`src/ciae_pkg.sv`:
```
// package: constants and types for the chip-select idle and stretch controller
// Summary of operation
// - continuous-idle bits 7:4, spaces 3:0, reset 1
// - continuous idle bit 1 adds one idle cycle
// - select deasserted during inserted idle cycle
// - write after read: larger count, not sum
// - select-stretch bits 3:0, spaces 3:0, reset 1
// - stretch bit adds leading and trailing select cycles
// - stretch bit 0 adds no extra cycles
// - with stretch bit 1, strobes lie strictly inside select window; with stretch bit 0 they span the whole select window
// - idle-after-read two-bit field gives 0..3 cycles
// - extra cycles: select only; write data held
`default_nettype none
package ciae_pkg;
  localparam int          AXI_AW         = 8;
  localparam int          EXT_AW         = 20;
  localparam logic [7:0]  OFS_CONTROL    = 8'h00;
  localparam logic [7:0]  OFS_STATUS     = 8'h04;
  localparam logic [15:0] CONTROL_RESET  = 16'hffff;
  localparam int          IDLE_READ_LSB  = 8;
  localparam int          CONT_IDLE_LSB  = 4;
  localparam int          STRETCH_LSB    = 0;
  localparam logic [1:0]  GAP_MAX        = 2'h3;
  localparam logic [1:0]  RESP_OKAY      = 2'h0;
  localparam logic [1:0]  RESP_SLVERR    = 2'h2;

  typedef enum logic [2:0] {
    CIAE_IDLE,
    CIAE_GAP,
    CIAE_LEAD,
    CIAE_T1,
    CIAE_T2,
    CIAE_TRAIL
  } ciae_phase_e;
endpackage : ciae_pkg
`default_nettype wire

```
`src/ciae_top.sv`:
```
// external bus sequencer with per-space idle insertion and select stretch
//
// Design decisions made here: the register addresses and the AXI4-Lite register port.
`default_nettype none
module ciae_top
  import ciae_pkg::*;
(
  // clock and reset
  input  wire logic                I_CORE_CLK,
  input  wire logic                I_RSTN,
  // axi4-lite register port
  input  wire logic [AXI_AW-1:0]   I_AXI_AWADDR,
  input  wire logic                I_AXI_AWVALID,
  output logic                     O_AXI_AWREADY,
  input  wire logic [31:0]         I_AXI_WDATA,
  input  wire logic [3:0]          I_AXI_WSTRB,
  input  wire logic                I_AXI_WVALID,
  output logic                     O_AXI_WREADY,
  output logic [1:0]               O_AXI_BRESP,
  output logic                     O_AXI_BVALID,
  input  wire logic                I_AXI_BREADY,
  input  wire logic [AXI_AW-1:0]   I_AXI_ARADDR,
  input  wire logic                I_AXI_ARVALID,
  output logic                     O_AXI_ARREADY,
  output logic [31:0]              O_AXI_RDATA,
  output logic [1:0]               O_AXI_RRESP,
  output logic                     O_AXI_RVALID,
  input  wire logic                I_AXI_RREADY,
  // processor-side access request
  input  wire logic                I_REQ_VALID,
  output logic                     O_REQ_READY,
  input  wire logic [1:0]          I_REQ_SPACE,
  input  wire logic                I_REQ_WRITE,
  input  wire logic [EXT_AW-1:0]   I_REQ_ADDR,
  input  wire logic [31:0]         I_REQ_WDATA,
  input  wire logic [3:0]          I_REQ_BE,
  output logic                     O_RSP_VALID,
  output logic [31:0]              O_RSP_RDATA,
  // external memory pins
  output logic [3:0]               O_CHIP_SELECT_N,
  output logic                     O_READ_STROBE_N,
  output logic [3:0]               O_BYTE_WRITE_STROBE_N,
  output logic [EXT_AW-1:0]        O_EXT_ADDR,
  input  wire logic [31:0]         I_EXT_DATA,
  output logic [31:0]              O_EXT_DATA,
  output logic                     O_EXT_DATA_OE
);
  typedef struct packed {
    ciae_phase_e       phase;
    logic [1:0]        gap_cnt;
    logic [1:0]        idle_left;
    logic              have_prev;
    logic [1:0]        space;
    logic              write;
    logic              stretch;
    logic [EXT_AW-1:0] addr;
    logic [31:0]       wdata;
    logic [3:0]        be;
    logic [3:0]        cs_n;
    logic              rd_n;
    logic [3:0]        wr_n;
    logic              oe;
    logic [31:0]       din_meta;
    logic [31:0]       din_sync;
    logic [1:0]        cap_pipe;
    logic              rsp_valid;
    logic [31:0]       rsp_data;
  } ciae_top_s;

  ciae_top_s   st_ff;
  ciae_top_s   nxt_st;
  logic [15:0] control;
  logic [15:0] status;
  logic        last_cycle;
  logic        accept;
  logic [1:0]  need;
  logic [1:0]  have;
  logic [1:0]  iw_prev;
  logic        cw_new;
  logic        sw_new;

  assign status = {8'h00, st_ff.have_prev, st_ff.write, st_ff.space,
                   1'b0, 3'(st_ff.phase)};

  ciae_regs u_regs (
    .I_CORE_CLK (I_CORE_CLK),
    .I_RSTN     (I_RSTN),
    .i_awaddr   (I_AXI_AWADDR),
    .i_awvalid  (I_AXI_AWVALID),
    .o_awready  (O_AXI_AWREADY),
    .i_wdata    (I_AXI_WDATA),
    .i_wstrb    (I_AXI_WSTRB),
    .i_wvalid   (I_AXI_WVALID),
    .o_wready   (O_AXI_WREADY),
    .o_bresp    (O_AXI_BRESP),
    .o_bvalid   (O_AXI_BVALID),
    .i_bready   (I_AXI_BREADY),
    .i_araddr   (I_AXI_ARADDR),
    .i_arvalid  (I_AXI_ARVALID),
    .o_arready  (O_AXI_ARREADY),
    .o_rdata    (O_AXI_RDATA),
    .o_rresp    (O_AXI_RRESP),
    .o_rvalid   (O_AXI_RVALID),
    .i_rready   (I_AXI_RREADY),
    .o_control  (control),
    .i_status   (status)
  );

  // the last bus cycle may overlap a new request so back-to-back needs no gap
  assign last_cycle = (st_ff.phase == CIAE_TRAIL) ||
                      (st_ff.phase == CIAE_T2 && !st_ff.stretch);
  assign O_REQ_READY = (st_ff.phase == CIAE_IDLE) || last_cycle;
  assign accept      = I_REQ_VALID && O_REQ_READY;

  // settings of the spaces involved, sampled only when a cycle starts
  assign iw_prev = control[IDLE_READ_LSB + 2*st_ff.space +: 2];
  assign cw_new  = control[CONT_IDLE_LSB + I_REQ_SPACE];
  assign sw_new  = control[STRETCH_LSB + I_REQ_SPACE];

  always_comb begin
    need = 2'h0;
    if (st_ff.have_prev) begin
      if (st_ff.space == I_REQ_SPACE) begin
        need = {1'b0, cw_new};
        if (!st_ff.write && I_REQ_WRITE && iw_prev > need) begin
          need = iw_prev;
        end
      end else if (!st_ff.write) begin
        need = iw_prev;
      end
    end
    // deselected cycles already spent since the last access count toward the gap
    if (last_cycle) begin
      have = 2'h0;
    end else if (st_ff.gap_cnt == GAP_MAX) begin
      have = GAP_MAX;
    end else begin
      have = st_ff.gap_cnt + 2'h1;
    end
  end

  always_comb begin
    nxt_st          = st_ff;
    nxt_st.din_meta = I_EXT_DATA;
    nxt_st.din_sync = st_ff.din_meta;
    nxt_st.cap_pipe = {st_ff.cap_pipe[0], 1'b0};
    nxt_st.rsp_valid = st_ff.cap_pipe[1];
    if (st_ff.cap_pipe[1]) begin
      nxt_st.rsp_data = st_ff.din_sync;
    end
    if ((st_ff.phase == CIAE_IDLE || st_ff.phase == CIAE_GAP) &&
        st_ff.gap_cnt != GAP_MAX) begin
      nxt_st.gap_cnt = st_ff.gap_cnt + 2'h1;
    end
    case (st_ff.phase)
      CIAE_IDLE: begin
      end
      CIAE_GAP: begin
        if (st_ff.idle_left == 2'h1) begin
          nxt_st.phase = st_ff.stretch ? CIAE_LEAD : CIAE_T1;
        end
        nxt_st.idle_left = st_ff.idle_left - 2'h1;
      end
      CIAE_LEAD: begin
        nxt_st.phase = CIAE_T1;
      end
      CIAE_T1: begin
        nxt_st.phase = CIAE_T2;
      end
      CIAE_T2: begin
        nxt_st.cap_pipe[0] = 1'b1;
        nxt_st.phase       = st_ff.stretch ? CIAE_TRAIL : CIAE_IDLE;
        if (!st_ff.stretch) begin
          nxt_st.gap_cnt = 2'h0;
        end
      end
      CIAE_TRAIL: begin
        nxt_st.phase   = CIAE_IDLE;
        nxt_st.gap_cnt = 2'h0;
      end
      default: begin
        nxt_st.phase = CIAE_IDLE;
      end
    endcase
    if (accept) begin
      nxt_st.have_prev = 1'b1;
      nxt_st.space     = I_REQ_SPACE;
      nxt_st.write     = I_REQ_WRITE;
      nxt_st.stretch   = sw_new;
      nxt_st.addr      = I_REQ_ADDR;
      nxt_st.wdata     = I_REQ_WDATA;
      nxt_st.be        = I_REQ_BE;
      if (need > have) begin
        nxt_st.phase     = CIAE_GAP;
        nxt_st.idle_left = need - have;
      end else begin
        nxt_st.phase = sw_new ? CIAE_LEAD : CIAE_T1;
      end
    end
    // pins follow the next phase so that they come straight from flip-flops
    nxt_st.cs_n = 4'hf;
    nxt_st.rd_n = 1'b1;
    nxt_st.wr_n = 4'hf;
    nxt_st.oe   = 1'b0;
    case (nxt_st.phase)
      CIAE_LEAD: begin
        nxt_st.cs_n[nxt_st.space] = 1'b0;
      end
      CIAE_T1, CIAE_T2: begin
        nxt_st.cs_n[nxt_st.space] = 1'b0;
        nxt_st.rd_n = nxt_st.write;
        nxt_st.wr_n = nxt_st.write ? ~nxt_st.be : 4'hf;
        nxt_st.oe   = nxt_st.write;
      end
      CIAE_TRAIL: begin
        nxt_st.cs_n[nxt_st.space] = 1'b0;
        nxt_st.oe = nxt_st.write;
      end
      default: begin
        nxt_st.cs_n = 4'hf;
      end
    endcase
  end

  always_ff @(posedge I_CORE_CLK or negedge I_RSTN) begin
    if (!I_RSTN) begin
      st_ff         <= '0;
      st_ff.phase   <= CIAE_IDLE;
      st_ff.gap_cnt <= GAP_MAX;
      st_ff.cs_n    <= 4'hf;
      st_ff.rd_n    <= 1'b1;
      st_ff.wr_n    <= 4'hf;
    end else begin
      st_ff <= nxt_st;
    end
  end

  assign O_CHIP_SELECT_N       = st_ff.cs_n;
  assign O_READ_STROBE_N       = st_ff.rd_n;
  assign O_BYTE_WRITE_STROBE_N = st_ff.wr_n;
  assign O_EXT_ADDR            = st_ff.addr;
  assign O_EXT_DATA            = st_ff.wdata;
  assign O_EXT_DATA_OE         = st_ff.oe;
  assign O_RSP_VALID           = st_ff.rsp_valid;
  assign O_RSP_RDATA           = st_ff.rsp_data;
endmodule // ciae_top
`default_nettype wire

```
`src/ciae_regs.sv`:
```
// axi4-lite slave holding the control register and a status view
`default_nettype none
module ciae_regs
  import ciae_pkg::*;
(
  // clock and reset
  input  wire logic                I_CORE_CLK,
  input  wire logic                I_RSTN,
  // axi4-lite write
  input  wire logic [AXI_AW-1:0]   i_awaddr,
  input  wire logic                i_awvalid,
  output logic                     o_awready,
  input  wire logic [31:0]         i_wdata,
  input  wire logic [3:0]          i_wstrb,
  input  wire logic                i_wvalid,
  output logic                     o_wready,
  output logic [1:0]               o_bresp,
  output logic                     o_bvalid,
  input  wire logic                i_bready,
  // axi4-lite read
  input  wire logic [AXI_AW-1:0]   i_araddr,
  input  wire logic                i_arvalid,
  output logic                     o_arready,
  output logic [31:0]              o_rdata,
  output logic [1:0]               o_rresp,
  output logic                     o_rvalid,
  input  wire logic                i_rready,
  // block side
  output logic [15:0]              o_control,
  input  wire logic [15:0]         i_status
);
  typedef struct packed {
    logic              aw_have;
    logic [AXI_AW-1:0] aw_addr;
    logic              w_have;
    logic [31:0]       w_data;
    logic [3:0]        w_strb;
    logic              bvalid;
    logic [1:0]        bresp;
    logic              rvalid;
    logic [1:0]        rresp;
    logic [31:0]       rdata;
    logic [15:0]       control;
  } ciae_regs_s;

  ciae_regs_s st_ff;
  ciae_regs_s nxt_st;

  assign o_awready = !st_ff.aw_have && !st_ff.bvalid;
  assign o_wready  = !st_ff.w_have && !st_ff.bvalid;
  assign o_arready = !st_ff.rvalid;
  assign o_bvalid  = st_ff.bvalid;
  assign o_bresp   = st_ff.bresp;
  assign o_rvalid  = st_ff.rvalid;
  assign o_rresp   = st_ff.rresp;
  assign o_rdata   = st_ff.rdata;
  assign o_control = st_ff.control;

  always_comb begin
    nxt_st = st_ff;
    if (i_awvalid && o_awready) begin
      nxt_st.aw_have = 1'b1;
      nxt_st.aw_addr = i_awaddr;
    end
    if (i_wvalid && o_wready) begin
      nxt_st.w_have = 1'b1;
      nxt_st.w_data = i_wdata;
      nxt_st.w_strb = i_wstrb;
    end
    // address and data may come in either order
    if (nxt_st.aw_have && nxt_st.w_have) begin
      nxt_st.aw_have = 1'b0;
      nxt_st.w_have  = 1'b0;
      nxt_st.bvalid  = 1'b1;
      nxt_st.bresp   = RESP_OKAY;
      if (nxt_st.aw_addr == OFS_CONTROL) begin
        if (nxt_st.w_strb[0]) nxt_st.control[7:0] = nxt_st.w_data[7:0];
        if (nxt_st.w_strb[1]) nxt_st.control[15:8] = nxt_st.w_data[15:8];
      end else if (nxt_st.aw_addr != OFS_STATUS) begin
        nxt_st.bresp = RESP_SLVERR;
      end
    end
    if (st_ff.bvalid && i_bready) begin
      nxt_st.bvalid = 1'b0;
    end
    if (st_ff.rvalid && i_rready) begin
      nxt_st.rvalid = 1'b0;
    end
    if (i_arvalid && o_arready) begin
      nxt_st.rvalid = 1'b1;
      nxt_st.rresp  = RESP_OKAY;
      nxt_st.rdata  = 32'h0000_0000;
      if (i_araddr == OFS_CONTROL) begin
        nxt_st.rdata[15:0] = st_ff.control;
      end else if (i_araddr == OFS_STATUS) begin
        nxt_st.rdata[15:0] = i_status;
      end else begin
        nxt_st.rresp = RESP_SLVERR;
      end
    end
  end

  always_ff @(posedge I_CORE_CLK or negedge I_RSTN) begin
    if (!I_RSTN) begin
      st_ff         <= '0;
      st_ff.control <= CONTROL_RESET;
    end else begin
      st_ff <= nxt_st;
    end
  end
endmodule // ciae_regs
`default_nettype wire

```
`config.mk`:
```
export PLATFORM = sky130hd
export DESIGN_NAME = ciae_top
export DESIGN_NICKNAME = d
export VERILOG_FILES = /design/src/ciae_pkg.sv /design/src/ciae_top.sv /design/src/ciae_regs.sv
export SDC_FILE = /design/constraint.sdc
export NUM_CORES = 1
export LEC_CHECK = 0
export BUFFER_PORTS_ARGS = -buffer_cell sky130_fd_sc_hd__buf_2
export CAP_MARGIN = 25
export CORE_UTILIZATION = 58
export CTS_BUF_LIST = sky130_fd_sc_hd__clkbuf_8
export CTS_CLUSTER_DIAMETER = 80
export CTS_CLUSTER_SIZE = 14
export DETAILED_ROUTE_END_ITERATION = 7
export GPL_TIMING_DRIVEN = 0
export HOLD_SLACK_MARGIN = 0.12
export PLACE_DENSITY = 0.88
export REMOVE_ABC_BUFFERS = 1
export SLEW_MARGIN = 30
export SYNTH_ARGS = -nofsm -noshare
export SYNTH_HDL_FRONTEND = slang
export SYNTH_SLANG_ARGS = --single-unit
```
`constraint.sdc`:
```
create_clock -name I_CORE_CLK -period 4.9 [get_ports I_CORE_CLK]
set_input_delay 0.245 -clock I_CORE_CLK [delete_from_list [all_inputs] [get_ports I_CORE_CLK]]
set_output_delay 0.245 -clock I_CORE_CLK [all_outputs]
set_load 0.005 [all_outputs]
```
# ---- Word-level counts from Yosys, hierarchy flattened
# Cells that the tools add are included.
dict set report word_totals {
  ff_bits 261
  input_bits 151
  elab_cells 139
}
dict set report classes {
  addsub 5
  magnitude_cmp 6
  eq_ne 15
  shifts 1
  mux 44
  bitwise_logic 2
  reduce_logical 33
}
# operator count
set ops {}
lappend ops {{$mux W63} 1}
lappend ops {{$mux W37} 1}
lappend ops {{$mux W35} 1}
lappend ops {{$mux W2} 15}
lappend ops {{$logic_not A8 Y1} 2}
lappend ops {{$mux W16} 1}
lappend ops {{$shiftx A16 B6 Y2} 1}
lappend ops {{$pmux W3 S5} 1}
lappend ops {{$logic_and A1 B1 Y1} 14}
lappend ops {{$eq A3 B2 Y1 const B} 4}
lappend ops {{$eq A3 B3 Y1 const B} 4}
lappend ops {{$mux W3} 4}
lappend ops {{$mux W1} 11}
lappend ops {{$mux W9} 1}
lappend ops {{$eq A8 B3 Y1 const B} 1}
lappend ops {{$mux W4} 2}
lappend ops {{$mux W8} 1}
lappend ops {{$ne A8 B3 Y1 const B} 1}
lappend ops {{$not A4 Y4} 2}
lappend ops {{$logic_not A1 Y1} 6}
lappend ops {{$reduce_and A3 Y1} 2}
lappend ops {{$add A4 B3 Y5 const A} 1}
lappend ops {{$lt A2 B5 Y1 const B} 1}
lappend ops {{$lt A4 B5 Y1 const B} 1}
lappend ops {{other kinds (24)} 27}

# ---- Depth between registers and ports, before layout
# Gate-level depths: netlist of the first run.
dict set report depth {
  ltp_word 17
  ltp_mapped 15
  depth_no_buf 15
}

# ---- Hierarchy
# From an unflattened synthesis of the first run, not the netlist that was laid out.
dict set report unflattened {
  hier_cells 841
  area_unflattened_um2 10159.7
}
# mod n_inst cells_per_inst area_per_inst_um2 seq_area_each_um2
set by_module_without_submodules {}
lappend by_module_without_submodules {ciae_top 1 591 7060.5 4443.0}
lappend by_module_without_submodules {ciae_regs 1 250 3099.2 1621.6}

# ---- Worst setup path after synthesis of the first run
# Ideal clock, no wire load.
dict set report synth_timing {
  path_kind {reg-to-reg}
  start {register st_ff[167] (netlist name)}
  end {register st_ff (netlist bit O_EXT_DATA_OE)}
  setup_ns 0.133
  t_arrival_ns 2.962
  required_ns 4.767
  setup_slack_ns 1.805
  path_stages_with_launch 16
  n_path_buf 0
  synth_period_minus_slack_ns 3.095
  cell_sequence {dfrtp_1 > mux4_2 > inv_1 > ha_1 > nor2_1 > o21ai_0 > mux2i_1 > a32o_1 > nand2_1 > ha_1 > inv_1 > fa_1 > a21boi_0 > or3b_1 > a21oi_1 > nor3_1}
}
# item line
set synth_lines {}
lappend synth_lines {{start: declaration} ciae_top.sv:70} ;# ciae_top_s st_ff;
lappend synth_lines {{start signal: assignment} ciae_top.sv:234} ;# st_ff <= nxt_st;

==> out/results.txt, run 1 <==
EDFF count, synth -> 0
final wirelength -> 20.7 mm
Syn Area/Cell -> 14.0 µm²
Post-DP HPWL -> 12.6 mm
area of the multi-input gates -> 2610 µm²
Lkg Pwr -> 5.70 nW
root buffer cell -> clkbuf_8
Max Cap Viol -> 0
async set-reset flop share out of synthesis -> 100%
CTS H-Tree Depth -> 1
yosys warns -> 0
CTS buffer count -> 21
fin crit period -> 3620 ps
Initial Util -> 60.3%
CP startpoint kind -> flip-flop
clk_lat worst skew -> 520 ps
clock sink count -> 241
Die H -> 131 µm
Critical Path RT -> 5290 ps
die area -> 17300 µm²
dpl cells -> 1030
Core Util, Final -> 74.2%
max-slew violation count -> 0
Tot GR Track Use -> 24.6%
vias per inst -> 5.10
Post-Syn Area -> 9710 µm²
drt initial violations -> 250
Synth-to-Final Area Change -> 23.1%
Max Freq -> 0.276 GHz
Max stage delay on crit path -> 580 ps
Max-slew headroom -> 37.6%
Synth top cells by count -> dfrtp_1, mux2_2, buf_4
NumNets Final -> 1121
final number of hold-violating endpoints -> 0
Storage cell area -> 6070 µm²
most common cell in the netlist -> dfrtp_1
Yosys top cell by area -> dfrtp_1
period utilization -> 73.9%
cell-by-cell trace of the critical path -> mux4_2 -> inv_1 -> ha_1 -> nor2_1 -> o21ai_0 -> mux2i_1 -> a32o_1 -> nand2_1 -> ha_1 -> inv_1 -> fa_1 -> a21boi_0 -> o22ai_2 -> nor2_1 -> nor3_1
HP Class -> input pin to asynchronous set/reset pin
Antenna Nets Post-Route -> 0
status -> completed
Synth Flop Type -> dfrtp_1
largest net degree at the start of global routing -> 68
ranking of synthesized cells by area -> dfrtp_1, mux2_2, buf_4, dfstp_2, nor2_1
wire length per cell -> 17.4 µm
dpl ws -> 1360 ps
aggregate global routing overflow -> 0
Fillers -> 968
PD cells -> 509 nW/µm²
Placed Area -> 10300 µm²
# rows -> 46
Final Instance Count excl. Fillers -> 1194
Worst Tran Pin Value -> 936 ps
Top-Level Pins -> 288
flops & latches, synth -> 241
post-synthesis cell type count -> 49
Port Buffers -> 251
WHS -> 217 ps
CTS tree -> done
clk buf depth -> 3
TNS Setup -> 0 ps
CP Data Arrival Time -> 4010 ps
DR vias -> 6085
Worst-path clk slew -> 100 ps
slowest cell on the critical path -> mux4_2
PostCTS Resize Cnt -> 0
# Post-CTS Setup Buffers -> 0
first-pass GRT wire length -> 33.7 mm
GP Congestion -> 0.778
chip width -> 131 µm
hold buffers post-CTS -> 125
vias in the first global route -> 6627
TritonRoute pass-1 iters -> 4
Core ar. -> 16100 µm²
critical path class -> flip-flop to flip-flop
design area -> 12000 µm²
Yosys top cell area share -> 55.1%
Synth Instances -> 694
Setup crit end kind -> flip-flop
ratio of cells with drive above 1 in the final layout -> 46.3%
Max VDD drop -> 0.492 mV
setup violators final -> 0
drc violations -> 0
Final Power -> 6.08 mW
RSZ-0062 raised after global routing -> no
sequential-to-total area share from yosys stat -> 62.4%
Clock Skew -> 25.4 ps
fin worst setup slack -> 1280 ps
Critical Path Fanout Max -> 5
initial antenna violation count -> 1
[path summary, 6_finish.rpt]
path	startpoint	endpoint	slack (ps)	cells past startpoint
min in group I_CORE_CLK	I_AXI_ARVALID	u_regs.o_rdata[0]$_DFFE_PN0P_	310	4
min	I_RSTN	u_regs.st_ff[61]$_DFF_PN0_	220	2
min reg2reg	nxt_st[40]$_DFF_PN0_	st_ff[40]$_DFF_PN0_	350	0
max	st_ff[167]$_DFF_PN0_	O_EXT_DATA_OE$_DFF_PN0_	1280	15
max reg2reg	st_ff[167]$_DFF_PN0_	O_EXT_DATA_OE$_DFF_PN0_	1280	15
max in group asynchronous	I_RSTN	u_regs.o_control[10]$_DFFE_PN1P_	3350	5
[routing by layer]
layer  GRT usage, %  wire length (µm)  vias to the layer above  share of wire, %
met1           29.7              8110                     3059                39
met2           44.1             10900                      239                53
met5              0                 0                        -                 0
li1               -                 -                     2729                 -
met4           8.79               658                        0               3.2
met3           4.28              1020                       58               4.9
[report_power, final]
group / internal (mW) / total, mW / switching (mW)
registers: 2.67 / 3.06 / 0.394
logic: 1.10 / 1.97 / 0.871
clock network: 0.410 / 1.05 / 0.644
[cells in the final DEF (no fill, tap or decap), types with 8 or more instances in the layout]
cell type	count
dfrtp_1	213
mux2_2	131
dfstp_2	27
clkbuf_8	21
inv_1	25
nand2_1	29
nor3_1	8
nand3_1	10
buf_2	250
dlygate4sd3_1	125
nor2_1	30
a21oi_1	8
conb_1	18
[worst max-delay path: cells and delay by family, from the launching register on]
| family | cells | cell delay, ps |
|---|---|---|
| buffers and inverters | 2 | 150 |
| adder cells (fa/ha/maj) | 3 | 560 |
| AND/OR/NAND/NOR | 4 | 550 |
| multiplexers | 2 | 750 |
| AO/OA/AOI/OAI | 4 | 970 |
| flip-flops | 1 | 510 |
[final cells by class]
type	count	share of cell area, %
Sequential cell	241	50.7
Inverter	12	0.377
Multi-Input combinational cell	307	21.8
Timing Repair Buffer	379	21.7
Tap cell	216	2.26
Clock buffer	21	2.42
Clock inverter	17	0.670
Antenna cell	1	0.0209
[flip-flops by register name, summed over array words and instances (netlist names)]
name / cells
O_EXT_DATA_OE: 1
u_regs.o_rvalid: 1
u_regs.o_bresp: 1
nxt_st: 34
O_RSP_RDATA: 32
u_regs.o_rresp: 1
O_CHIP_SELECT_N: 4
O_READ_STROBE_N: 1
O_EXT_ADDR: 20
u_regs.st_ff: 28
u_regs.o_rdata: 16
st_ff: 48
O_BYTE_WRITE_STROBE_N: 4
u_regs.o_bvalid: 1
O_EXT_DATA: 32
O_RSP_VALID: 1
u_regs.o_control: 16
[kinds of logic (layout without fill, tap and decap cells)]
| kind of cell | count (synthesis) | in the layout | share of synthesized area (%) |
|---|---|---|---|
| other cells | 1 | 19 | 0.0386 |
| simple gates | 105 | 105 | 5.24 |
| compound gates | 30 | 30 | 2.36 |
| xor+xnor | 4 | 4 | 0.361 |
| mux | 142 | 142 | 17.0 |
| buf+inv | 163 | 429 | 11.4 |
| fa+ha+maj | 8 | 8 | 1.11 |
| flops | 241 | 241 | 62.4 |
Note: power is estimated with default switching activity, not from simulation.
==> run 2, diff against run 1 <==
ABC_AREA = 1   (was default)
CORE_UTILIZATION = 54   (was 58)
PLACE_DENSITY = 0.82   (was 0.88)
clock period = 3.5 ns   (was 4.9 ns; I/O delays follow)
==> run 2 against run 1 <==
The run now ends with DRC left. Cell count is 25% higher. Die area is 11% higher. Sequential power is 37% higher. Maximum frequency is 13% higher. Non-clock buffer count is 16 higher. Power is 48% higher. Via count is 24% higher. Utilization is 5.8 points lower. Worst hold slack worse by 37 ps. Critical path type unchanged. Largest power group unchanged.
==> out/results.txt, run 2 <==
status -> finished with violations
failing checks -> DRC
clk_lat worst skew -> 530 ps (about the same)
worst reg2reg path depth -> 9 (-6)
GP Congestion -> 0.848 (+8.9%)
fin crit period -> 3190 ps (-426 ps)
Top reg by flops -> st_ff
Max VDD drop -> 0.873 mV (+77%)
Max Cap Viol -> 0 (unchanged)
Initial Util -> 55.5% (-4.7 points)
most common cell in the netlist -> nand2_1
vias per inst -> 5.07 (-0.51%)
drc violations -> 16 (+16)
Top-Level Pins -> 288 (unchanged)
Worst setup startpoint -> st_ff[174]$_DFF_PN0_
first-pass GRT wire length -> 40.3 mm (+20%)
die area -> 19200 µm² (+11%)
Critical R2R Capture -> O_READ_STROBE_N$_DFF_PN1_
aggregate global routing overflow -> 0 (unchanged)
HP Class -> input pin to flip-flop
fin worst setup slack -> 306 ps (-974 ps)
Worst Setup EP -> O_READ_STROBE_N$_DFF_PN1_
clk buf depth -> 3 (unchanged)
commonest non-fill, non-tap cell in the layout -> nand2_1
slowest cell on the critical path -> clkinv_2
Die H -> 139 µm (+5.5%)
met3 Use GR -> 4.90% (+0.62 points)
Top Usage Layer GRT -> met2
async set-reset flop share out of synthesis -> 100% (unchanged)
CP startpoint kind -> flip-flop
Synth-to-Final Area Change -> 23.2% (about the same)
root buffer cell -> clkbuf_8
dpl cells -> 1317 (+28%)
Post-DP HPWL -> 14.3 mm (+14%)
# rows -> 49 (+6.5%)
Post-Syn Area -> 10100 µm² (+3.8%)
most used cell, CP -> nand2_1
Max-slew headroom -> 44.8% (+7.2 points)
GR Util met1 -> 31.5% (+1.8 points)
reg-to-reg slack, setup -> 310 ps (-970 ps)
Max stage delay on crit path -> 860 ps (+280 ps)
wire length per cell -> 16.5 µm (-4.9%)
RSZ-0062 raised after global routing -> no
ranking of synthesized cells by area -> dfrtp_1, nand2_1, buf_4, dfstp_2, mux2_2
CTS H-Tree Depth -> 1 (unchanged)
critical path class -> flip-flop to flip-flop
# Post-CTS Setup Buffers -> 0 (unchanged)
Yosys top cell by area -> dfrtp_1
Critical Path RT -> 3940 ps (-1350 ps)
setup violators final -> 0 (unchanged)
design area -> 12400 µm² (+3.8%)
Setup crit end kind -> flip-flop
Yosys top cell area share -> 53.1% (-2.0 points)
Final Instance Count excl. Fillers -> 1490 (+25%)
DR vias -> 7555 (+24%)
yosys warns -> 0 (unchanged)
Core ar. -> 18100 µm² (+13%)
Largest register FFs -> 48 (unchanged)
Critical Path Fanout Max -> 69 (+64)
CTS tree -> done
most frequent cells in the layout -> nand2_1, buf_2, dfrtp_1, dlygate4sd3_1, inv_1
Max Freq -> 0.313 GHz (+13%)
PD cells -> 727 nW/µm² (+43%)
max-slew violation count -> 0 (unchanged)
Worst-path clk slew -> 90 ps (about the same)
NumNets Final -> 1412 (+26%)
Syn Area/Cell -> 10.3 µm² (-26%)
largest net degree at the start of global routing -> 85 (+25%)
sequential-to-total area share from yosys stat -> 60.2% (-2.3 points)
vias in the first global route -> 7991 (+21%)
Antenna Nets Post-Route -> 0 (unchanged)
grt met2 use -> 46.6% (+2.5 points)
CP Data Arrival Time -> 3630 ps (-380 ps)
EDFF count, synth -> 0 (unchanged)
Synth Flop Type -> dfrtp_1
Synth top cells by count -> nand2_1, dfrtp_1, buf_4
initial antenna violation count -> 1 (unchanged)
Tot GR Track Use -> 26.4% (+1.9 points)
final wirelength -> 24.6 mm (+19%)
Placed Area -> 10600 µm² (+2.9%)
chip width -> 139 µm (+5.5%)
Synth Instances -> 975 (+40%)
clock sink count -> 241 (unchanged)
flops & latches, synth -> 241 (unchanged)
post-synthesis cell type count -> 41 (-16%)
dpl ws -> 369 ps (-991 ps)
ratio of cells with drive above 1 in the final layout -> 29.8% (-17 points)
TritonRoute pass-1 iters -> 8 (+4)
Port Buffers -> 251 (unchanged)
FF-to-FF Start -> st_ff[174]$_DFF_PN0_
cell-by-cell trace of the critical path -> nor2_1 -> nand3_1 -> nand3_2 -> nand2_4 -> clkinv_2 -> nand2_1 -> nand2_1 -> nand2_1 -> nand3_1
drt initial violations -> 508 (+100%)
final number of hold-violating endpoints -> 0 (unchanged)
Lkg Pwr -> 6.41 nW (+12%)
Worst Tran Pin Value -> 828 ps (-108 ps)
CTS buffer count -> 21 (unchanged)
Clock Skew -> 24.2 ps (-1.15 ps)
period utilization -> 91.3% (+17 points)
## run 2: where the power goes
part	switching, mW	leakage (nW)	internal [mW]	total, mW
sequential	0.512	2.86	3.69	4.20
clock	0.892	0.195	0.562	1.45
combinational	1.97	3.35	1.40	3.37
## run 2: worst min path at each step
stage / startpoint / endpoint / slack, ps / cells past startpoint
after floorplan: I_RSTN / O_EXT_ADDR[0]$_DFFE_PN0P_ / -120 / 0
after global placement: I_EXT_DATA[7] / nxt_st[42]$_DFF_PN0_ / 280 / 1
after detailed placement: I_RSTN / u_regs.st_ff[59]$_DFF_PN0_ / 180 / 1
after global routing: I_AXI_ARADDR[6] / u_regs.o_rdata[10]$_DFFE_PN0P_ / 180 / 6
after CTS: I_AXI_AWVALID / u_regs.st_ff[99]$_DFF_PN0_ / 120 / 3
final: I_AXI_AWVALID / u_regs.st_ff[99]$_DFF_PN0_ / 180 / 3
## run 2: routing by layer
layer  vias to the layer above  part of all wire [%]
met5                         -                     0
met4                         0                   4.6
met3                        95                   6.5
met2                       339                    52
met1                      3638                    37
li1                       3483                     -
## run 2: timing repair
| item | in CTS | in global routing |
|---|---|---|
| endpoints found under the setup margin | 0 | 1 |
| gates resized for setup | 0 | 1 |
| hold buffers | 142 | 0 |
| hold endpoints to repair | 255 | 0 |
## run 2: worst max-delay path: cells and delay by family (launching register included)
kind | cells | cell delay, ps
flops | 1 | 480
simple gates | 8 | 1660
buf+inv | 1 | 860
## run 2: area by class of cell
type,instances,area [µm²]
diodes,1,2.50
clock buffers,21,289
clock inverters,9,50.0
fillers,1272,5730
inverters,47,178
multi-input cells,547,2800
flip-flops and latches,241,6070
well taps,229,287
repair buffers,395,2740
## run 2: metrics by stage
| step | power (mW) | TNS, ps | hold WS, ps | utilization [%] |
|---|---|---|---|---|
| CTS | 8.93 | 0 | 124 | 68.3 |
| global route | 9.66 | 0 | 179 | 68.4 |
| detailed placement | 7.32 | 0 | 180 | 58.6 |
| floorplan | 6.02 | 0 | -121 | - |
| global placement | 7.13 | -396030 | 284 | 58.2 |
| finish | 9.03 | 0 | 180 | 68.4 |
## run 2: logic make-up (layout without fill, tap and decap cells)
kind of cell | after synthesis | after routing | share of synthesized area [%]
AND/OR/NAND/NOR | 437 | 437 | 19.0
flip-flops | 241 | 241 | 60.2
buffers and inverters | 204 | 472 | 12.9
AO/OA/AOI/OAI | 43 | 43 | 2.32
multiplexers | 39 | 39 | 4.36
adder cells (fa/ha/maj) | 8 | 8 | 1.07
XOR/XNOR | 2 | 2 | 0.174
other | 1 | 19 | 0.0372
